[src/rtl/suerr_pkg.sv]
// Purpose: constants and types for the secondary uncorrectable error flag/suppress pair
// Assumes: 12-bit extended config offsets, 32-bit config data
// Notes: bit positions follow the flag register layout
package suerr_pkg;
    // ==========================================================
    // register map
    localparam logic [11:0] SUERR_FLAGS_OFS = 12'h12c;
    localparam logic [11:0] SUERR_SUPP_OFS = 12'h130;
    localparam logic [31:0] SUERR_FLAGS_RST = 32'h00000000;
    localparam logic [31:0] SUERR_SUPP_RST = 32'h000017a8;
    // implemented bits: flags 12,11,10,9,7,3,2; suppress 13..5,3..1
    localparam logic [31:0] SUERR_FLAGS_IMPL = 32'h00001e8c;
    localparam logic [31:0] SUERR_SUPP_IMPL = 32'h00003fee;
    localparam logic [31:0] SUERR_PTR_RST = 32'h00000000;
    // ==========================================================
    // field positions
    localparam int SUERR_BIT_SERR = 12;
    localparam int SUERR_BIT_PERR = 11;
    localparam int SUERR_BIT_DISCARD = 10;
    localparam int SUERR_BIT_ADDR_PAR = 9;
    localparam int SUERR_BIT_DATA_PAR = 7;
    localparam int SUERR_BIT_MABORT = 3;
    localparam int SUERR_BIT_TABORT = 2;
    localparam int SUERR_SYNC_STAGES = 3;
    // ==========================================================
    // carriers
    typedef struct packed {
        logic serr;
        logic perr;
        logic discard;
        logic addr_par;
        logic data_par;
        logic mabort;
        logic tabort;
    } suerr_events_t;

    typedef struct packed {
        logic wr;
        logic rd;
        logic [11:0] addr;
        logic [3:0] be;
        logic [31:0] wdata;
    } suerr_cfg_req_t;
endpackage : suerr_pkg

[src/rtl/suerr_regs.sv]
// Purpose: secondary uncorrectable error flag and suppress registers
// Assumes: error events are one-cycle pulses from CLK_SYS logic
// Notes: reset pins are synchronised; register state clears on fundamental reset only
// Function
// - a flag bit clears only when software writes one to it; a zero leaves it.
// - a system-error assertion on the secondary bus sets flag bit 12.
// - a parity-error signal assertion on the secondary bus sets flag bit 11.
// - expiry of a secondary delayed transaction discard timer sets flag bit 10.
// - an address phase parity error of an upstream transaction sets flag bit 9.
// - an upstream write data parity error or parity-error on read data sets flag bit 7.
// - a master abort on a transaction the bridge initiated sets flag bit 3.
// - a target abort on a transaction the bridge initiated sets flag bit 2.
// - unimplemented flag bits read zero and ignore writes.
// - a suppressed error sets no flag, sends no message, loads no log, moves no pointer.
// - the suppress register resets to 0000_17a8.
// - suppress bits 13, 8, 6, 5 and 1 are plain storage with no effect.
// - suppress bits 31 to 14, 4 and 0 read zero and ignore writes.
// - all flag and suppress bits reset only on the active-low fundamental reset.
// - the five-bit first-error pointer holds the position of the first recorded error.
// - an unsuppressed error sends a fatal message if its severity is one, else nonfatal.
`timescale 1ns/10ps
module suerr_regs (
    input wire logic CLK_SYS,
    input wire logic RST,
    input wire logic PLATFORM_RESET_N,
    input wire logic GLOBAL_RESET_N,
    input wire suerr_pkg::suerr_events_t SEC_ERR_EVENTS,
    input wire logic [31:0] SEVERITY,
    input wire suerr_pkg::suerr_cfg_req_t CFG_REQ,
    output logic [31:0] CFG_RDATA,
    output logic CFG_RD_VALID,
    output logic ERR_FATAL_MSG,
    output logic ERR_NONFATAL_MSG,
    output logic HDR_LOG_LOAD,
    output logic [4:0] FIRST_ERR_PTR,
    output logic FUNDAMENTAL_RESET_N
);
    // ==========================================================
    // helpers
    function automatic logic [31:0] ev_vec(input suerr_pkg::suerr_events_t e);
        logic [31:0] v;
        v = 32'h00000000;
        v[suerr_pkg::SUERR_BIT_SERR] = e.serr;
        v[suerr_pkg::SUERR_BIT_PERR] = e.perr;
        v[suerr_pkg::SUERR_BIT_DISCARD] = e.discard;
        v[suerr_pkg::SUERR_BIT_ADDR_PAR] = e.addr_par;
        v[suerr_pkg::SUERR_BIT_DATA_PAR] = e.data_par;
        v[suerr_pkg::SUERR_BIT_MABORT] = e.mabort;
        v[suerr_pkg::SUERR_BIT_TABORT] = e.tabort;
        return v;
    endfunction : ev_vec

    function automatic logic [31:0] lane_mask(input logic [3:0] be);
        return {{8{be[3]}}, {8{be[2]}}, {8{be[1]}}, {8{be[0]}}};
    endfunction : lane_mask

    function automatic logic [4:0] top_index(input logic [31:0] v);
        logic [4:0] idx;
        idx = 5'h00;
        for (int i = 0; i < 32; i++) begin
            if (v[i]) begin
                idx = 5'(i);
            end
        end
        return idx;
    endfunction : top_index

    // ==========================================================
    // reset pin synchronisers
    logic [2:0] plat_sync;
    logic [2:0] glob_sync;
    logic plat_n;
    logic glob_n;
    wire fund_n = plat_n & glob_n;

    always_ff @(posedge CLK_SYS) begin
        if (RST) begin
            plat_sync <= 3'h0;
            glob_sync <= 3'h0;
        end else begin
            plat_sync <= {plat_sync[1:0], PLATFORM_RESET_N};
            glob_sync <= {glob_sync[1:0], GLOBAL_RESET_N};
        end
    end

    always_ff @(posedge CLK_SYS) begin
        if (RST) begin
            plat_n <= 1'b0;
            glob_n <= 1'b0;
        end else begin
            if (plat_sync[1] == plat_sync[2]) begin
                plat_n <= plat_sync[2];
            end
            if (glob_sync[1] == glob_sync[2]) begin
                glob_n <= glob_sync[2];
            end
        end
    end

    // ==========================================================
    // decode and next values
    logic [31:0] flags;
    logic [31:0] supp;
    logic first_seen;

    wire [31:0] bmask = lane_mask(CFG_REQ.be);
    wire wr_flags = CFG_REQ.wr && (CFG_REQ.addr == suerr_pkg::SUERR_FLAGS_OFS);
    wire wr_supp = CFG_REQ.wr && (CFG_REQ.addr == suerr_pkg::SUERR_SUPP_OFS);
    wire [31:0] clr = wr_flags ? (CFG_REQ.wdata & bmask) : 32'h00000000;
    // legacy suppress bits are outside the flag set, so they gate nothing
    wire [31:0] live = ev_vec(SEC_ERR_EVENTS) & ~supp & suerr_pkg::SUERR_FLAGS_IMPL;
    // set wins over clear
    wire [31:0] next_flags = ((flags & ~clr) | live) & suerr_pkg::SUERR_FLAGS_IMPL;
    wire [31:0] next_supp = wr_supp ?
        ((supp & ~bmask) | (CFG_REQ.wdata & bmask)) & suerr_pkg::SUERR_SUPP_IMPL : supp;
    wire any_live = |live;
    wire next_fatal = |(live & SEVERITY);
    wire next_nonfatal = |(live & ~SEVERITY);
    wire load_ptr = any_live && !first_seen;
    wire [31:0] next_rdata = !CFG_REQ.rd ? 32'h00000000 :
        (CFG_REQ.addr == suerr_pkg::SUERR_FLAGS_OFS) ? flags :
        (CFG_REQ.addr == suerr_pkg::SUERR_SUPP_OFS) ? supp : 32'h00000000;

    // ==========================================================
    // register state, fundamental reset only
    always_ff @(posedge CLK_SYS) begin
        if (!fund_n) begin
            flags <= suerr_pkg::SUERR_FLAGS_RST;
            supp <= suerr_pkg::SUERR_SUPP_RST;
            first_seen <= 1'b0;
            FIRST_ERR_PTR <= suerr_pkg::SUERR_PTR_RST[4:0];
        end else begin
            flags <= next_flags;
            supp <= next_supp;
            if (load_ptr) begin
                first_seen <= 1'b1;
                FIRST_ERR_PTR <= top_index(live);
            end
        end
    end

    // ==========================================================
    // message, log and read outputs
    always_ff @(posedge CLK_SYS) begin
        if (RST || !fund_n) begin
            ERR_FATAL_MSG <= 1'b0;
            ERR_NONFATAL_MSG <= 1'b0;
            HDR_LOG_LOAD <= 1'b0;
            CFG_RDATA <= 32'h00000000;
            CFG_RD_VALID <= 1'b0;
        end else begin
            ERR_FATAL_MSG <= next_fatal;
            ERR_NONFATAL_MSG <= next_nonfatal;
            HDR_LOG_LOAD <= any_live;
            CFG_RDATA <= next_rdata;
            CFG_RD_VALID <= CFG_REQ.rd;
        end
    end

    always_ff @(posedge CLK_SYS) begin
        if (RST) begin
            FUNDAMENTAL_RESET_N <= 1'b0;
        end else begin
            FUNDAMENTAL_RESET_N <= fund_n;
        end
    end
endmodule : suerr_regs

[config.mk]
export PLATFORM = sky130hd
export DESIGN_NAME = suerr_regs
export DESIGN_NICKNAME = d
export VERILOG_FILES = /design/src/rtl/suerr_pkg.sv /design/src/rtl/suerr_regs.sv
export SDC_FILE = /design/constraint.sdc
export NUM_CORES = 1
export LEC_CHECK = 0
export ABC_CLOCK_PERIOD_IN_PS = 4500
export BUFFER_PORTS_ARGS = -buffer_cell sky130_fd_sc_hd__buf_4
export CORE_UTILIZATION = 29
export DETAILED_ROUTE_END_ITERATION = 10
export HOLD_SLACK_MARGIN = 0.03
export PLACE_DENSITY = 0.66
export SETUP_SLACK_MARGIN = 0.05
export SLEW_MARGIN = 20
export SYNTH_ARGS = -nofsm -noshare
export SYNTH_HDL_FRONTEND = slang
export SYNTH_SLANG_ARGS = --single-unit
[constraint.sdc]
create_clock -name CLK_SYS -period 4.5 [get_ports CLK_SYS]
set_input_delay 0.9 -clock CLK_SYS [delete_from_list [all_inputs] [get_ports CLK_SYS]]
set_output_delay 0.9 -clock CLK_SYS [all_outputs]
set_load 0.1 [all_outputs]
After elaboration in Yosys (flattened, before gate mapping) --
Cells that the tools add are included.
Storage, ports and cells: register bits after elaboration 70, input port bits 93, output and inout port bits 42, logic and storage cells 52
Cells by class: equal/unequal tests 4, mux-type cells 10, bitwise logic cells 14, reduce and logical (&&, ||, !) cells 10
Operator list (number):
- $and 13x32->32 | 2
- $reduce_or 32->1 | 2
- $not 32->32 | 1
- $mux 5 | 6
- $and 14x14->14 | 2
- $mux 14 | 2
- $and 13x13->13 | 2
- $not 13->13 | 2
- $eq 12x9->1 const B | 2
- $not 14->14 | 1
- $or 14x14->14 | 1
- $mux 13 | 1
- $or 13x13->13 | 1
- $reduce_or 7->1 | 1
- $logic_and 1x1->1 | 3
- $eq 1x1->1 | 2
- $logic_not 1->1 | 2
- $mux 2 | 1
- $reduce_or 2->1 | 1
- $and 1x1->1 | 1
- $logic_or 1x1->1 | 1
- $not 1->1 | 1

Depth between registers and ports, before layout --
depth in word-level cells 9, mapped depth 6, gate-level depth less buffers 4

Least setup slack after synthesis --
Ideal clock, no wire load.
path kind input to register, start in RST, end reg CFG_RDATA[10], library setup time 0.058 ns, data arrival time 2.026 ns, data required time 4.442 ns, path slack 2.415 ns, stages 6, buffers on the path 2, cell sequence buf_6 -> and4b_1 -> nand4_2 -> nor4b_4 -> buf_6 -> a22o_2
On the way: longest elaborated chain between the ends 2
RTL lines:
- from (decl) | RTL line suerr_regs.sv:24 | input wire logic RST,
- $logic_or 1x1->1 | RTL line suerr_regs.sv:145 | if (RST || !fund_n) begin
- $reduce_or 2->1 (no source line)
- to (signal assigned) | RTL line suerr_regs.sv:155 | CFG_RDATA <= next_rdata;
- to (decl) | RTL line suerr_regs.sv:30 | output logic [31:0] CFG_RDATA,
No other way between the ends. A chain may end at the register's enable or synchronous reset.

Final worst setup path --
start in CFG_REQ[43] (netlist bit), end reg CFG_RDATA[11]
On the way: longest elaborated chain between the ends 3, elaborated cells between the ends (all ways) 4, those cells by class eq/ne (2); mux (2)
RTL lines:
- from (decl) | RTL line suerr_regs.sv:29 | input wire suerr_pkg::suerr_cfg_req_t CFG_REQ,
- $eq 12x9->1 | RTL line suerr_regs.sv:122 | (CFG_REQ.addr == suerr_pkg::SUERR_SUPP_OFS) ? supp : 32'h00000000;
- $mux 14 | RTL line suerr_regs.sv:122
- $mux 14 (*) | RTL line suerr_regs.sv:121 | (CFG_REQ.addr == suerr_pkg::SUERR_FLAGS_OFS) ? flags :
Mark *: on every way between the ends. The rest lies on a longest branch, timed or not.

==> results by group <==
Timing
  • Max Clock Skew: 0.00852 ns
  • Final worst path period need: 2.28 ns
  • Slew of the pin with the lowest slew margin: 0.651 ns
  • Max-slew violations: 0
  • Final setup violation count: 0
  • RSZ-0062 raised after global routing: false
  • Min Hold Slack: 0.454 ns
  • Final period util: 50.6%
  • Final hold violations: 0
  • Setup tns final: 0 ns
  • Max Fclk: 439 MHz
  • PnR worst setup slack: 2.22 ns
  • Slew headroom: 56.4%

Route
  • Remaining DRCs: 0
  • Antenna-violating nets left: 0
  • Initial DRC count: 146
  • Routed WL: 5350 um
  • Drt via density: 4.74
  • Via count: 1,816
  • WL per Instance: 14.0 um
  • 1st-pass router iterations: 4

Hold path
  • Worst min path class: flop to flop

Place
  • GP Congestion: 0.822
  • Cell Area, Placed: 2610 sq um
  • DP Wirelength: 4060 um
  • Placement Setup Slack: 1.90 ns
  • Cells after DPL: 375
  • Buffers on Ports: 66

Power and ir drop
  • Reg power frac: 52.8%
  • Sw power: 0.245 mW
  • Switching Fraction: 29.7%
  • Pwr/cell area: 307 nW/um^2
  • Clock power frac: 30.8%
  • Max IR drop VDD: 0.000221 V
  • P_leak: 1.12 nW
  • Int Pwr: 0.580 mW
  • Part of the power in combinational logic: 16.3%

Logic synthesis
  • Post-synthesis sequential area ratio: 46.4%
  • Ys Warns: 0
  • Mean Syn Cell Area: 9.57 sq um
  • Cells after synthesis: 221
  • Post-synth cell types: 40
  • Post-Syn Area: 2110 sq um
  • Synth Register Bits: 49

Worst setup path
  • CP endpoint kind: flop
  • CP Max Fanout: 12
  • Critical path data required time: 4.75 ns
  • Worst Path Buf+Inv: 1
  • CP delay by family, top: simple AND/OR/NAND/NOR gates
  • Arrival time worst endpoint: 2.53 ns
  • CP max stage cell: nor4b_4
  • Crit-path cells: buf_4 -> nor4_4 -> nand4_2 -> nor4b_4 -> a22o_2
  • Worst path max stage delay: 0.64 ns
  • Startpoint type of the worst setup path: input port
  • Critical path type: input port to flop

Die
  • Initial Util: 30.6%
  • Row count: 30
  • Die span in x: 87.4 um
  • Core region area: 6910 sq um
  • Chip height: 87.4 um
  • I/O pins: 135
  • Die area: 7640 sq um

Job
  • Max-Cap Viols: 0

Clock tree
  • CTS Hold Bufs: 0
  • Clock Sinks: 49
  • Setup bufs post-CTS: 0
  • CTS H-tree lvls: 2
  • Num CTS Buffers: 5
  • Clk buf depth: 2
  • Clk pin slew, worst setup/hold paths: 0.09 ns
  • CTS tree: built
  • Clock Tree Root: clkbuf_8
  • Post-CTS sizing: 0
  • Clock Latency Late Sink: 0.30 ns

Finish
  • Final Instance Area: 2690 sq um
  • Area grow syn2layout: 27.2%
  • Layout cells sized above 1: 33.4%
  • Cell Count, Final, Fillers Out: 383
  • Ant. Diodes: 0
  • Final nets: 379

GRT
  • Largest net degree at the start of global routing: 15
  • Vias in the first global route: 1,771
  • GRT Util Overall: 14.7%
  • Antenna violations before repair: 0
  • Remaining global-route overflow: 0
  • First-pass GRT wire length: 8450 um

Outcome
  • Outcome: completed
[path summary, 6_finish.rpt]
check	end	slack, ns	cells after the start	from
worst min register to register	glob_sync[1]$_SDFF_PP0_	0.45	1	glob_sync[0]$_SDFF_PP0_
worst max-delay path	CFG_RDATA[11]$_SDFF_PP0_	2.22	5	CFG_REQ[43]
worst max register to register	CFG_RDATA[11]$_SDFF_PP0_	2.71	4	glob_n$_SDFFE_PP0N_
worst min-delay path	glob_sync[1]$_SDFF_PP0_	0.45	1	glob_sync[0]$_SDFF_PP0_
[stage by stage]
step | util [%] | power [mW]
global placement | 37.7 | 0.579
finish | 38.9 | 0.825
detailed placement | 37.7 | 0.581
global route | 38.9 | 0.855
CTS | 38.9 | 0.828
floorplan | - | 0.555
[synthesized netlist by cell type]
library cell,n,area [sq um]
a211oi_1,2,15.0
a21boi_0,1,7.51
a21oi_1,10,50.1
a221oi_1,1,8.76
a222oi_1,1,10.0
a22o_1,1,8.76
a22o_2,7,70.1
a311oi_1,1,8.76
a31oi_1,9,56.3
and2_1,4,25.0
and2_2,5,37.5
and2b_2,6,52.6
and3_1,2,12.5
and4_1,1,8.76
and4b_1,1,10.0
buf_2,1,5.00
buf_4,21,158
buf_6,2,22.5
clkbuf_1,4,15.0
conb_1,1,3.75
dfxtp_1,49,981
inv_1,3,11.3
nand2_1,6,22.5
nand2b_1,7,43.8
nand3_1,22,110
nand4_1,4,25.0
nand4_2,1,12.5
nor2_1,3,11.3
nor2b_1,7,43.8
nor3_1,1,5.00
nor3_2,1,10.0
nor3b_1,2,15.0
nor4_1,1,6.26
nor4_4,1,21.3
nor4b_4,2,47.6
o21ai_0,24,120
o22a_1,1,8.76
o22ai_1,3,18.8
o31a_1,1,8.76
or2_2,1,6.26
[per-layer routing]
metal  wire [um]  track usage, %
met1        2340            18.1
met2        2520            24.9
met3         408            3.51
met5           0               0
met4          72            5.07
[cell type report]
class / instances / area [sq um]
Fill cell: 745 / 4220
Inverter: 3 / 11.3
Sequential cell: 49 / 981
Multi-Input combinational cell: 161 / 997
Clock inverter: 1 / 7.51
Clock buffer: 7 / 76.3
Timing Repair Buffer: 66 / 495
Tap cell: 96 / 120
[logic make-up (layout without fill, tap and decap cells)]
| logic type | count (synthesis) | after routing | synth area share (%) |
|---|---|---|---|
| buf+inv | 31 | 77 | 10.0 |
| simple gates | 78 | 78 | 24.9 |
| flops | 49 | 49 | 46.4 |
| other cells | 1 | 21 | 0.177 |
| compound gates | 62 | 62 | 18.5 |
[cell usage in the layout, fill, tap and decap left out, drive strengths merged, types with 3 or more instances in the layout]
master   n
a22o     8
nand2    6
conb    21
nand4    5
buf     66
inv      3
a31oi    9
o21ai   24
nor2b    7
a21oi   10
nand3   22
nand2b   7
and2b    6
clkbuf   7
o22ai    3
nor2     3
dfxtp   49
and2     9
[power by group through the flow]
| stage | combinational (mW) | clock [mW] | sequential (mW) |
|---|---|---|---|
| after detailed placement | 0.134 | 0 | 0.446 |
| final | 0.135 | 0.254 | 0.436 |
| after global placement | 0.133 | 0 | 0.446 |
| after CTS | 0.134 | 0.258 | 0.436 |
| after floorplan | 0.109 | 0 | 0.446 |
| after global routing | 0.141 | 0.277 | 0.437 |
No activity file was read; power rests on OpenSTA's default activity.
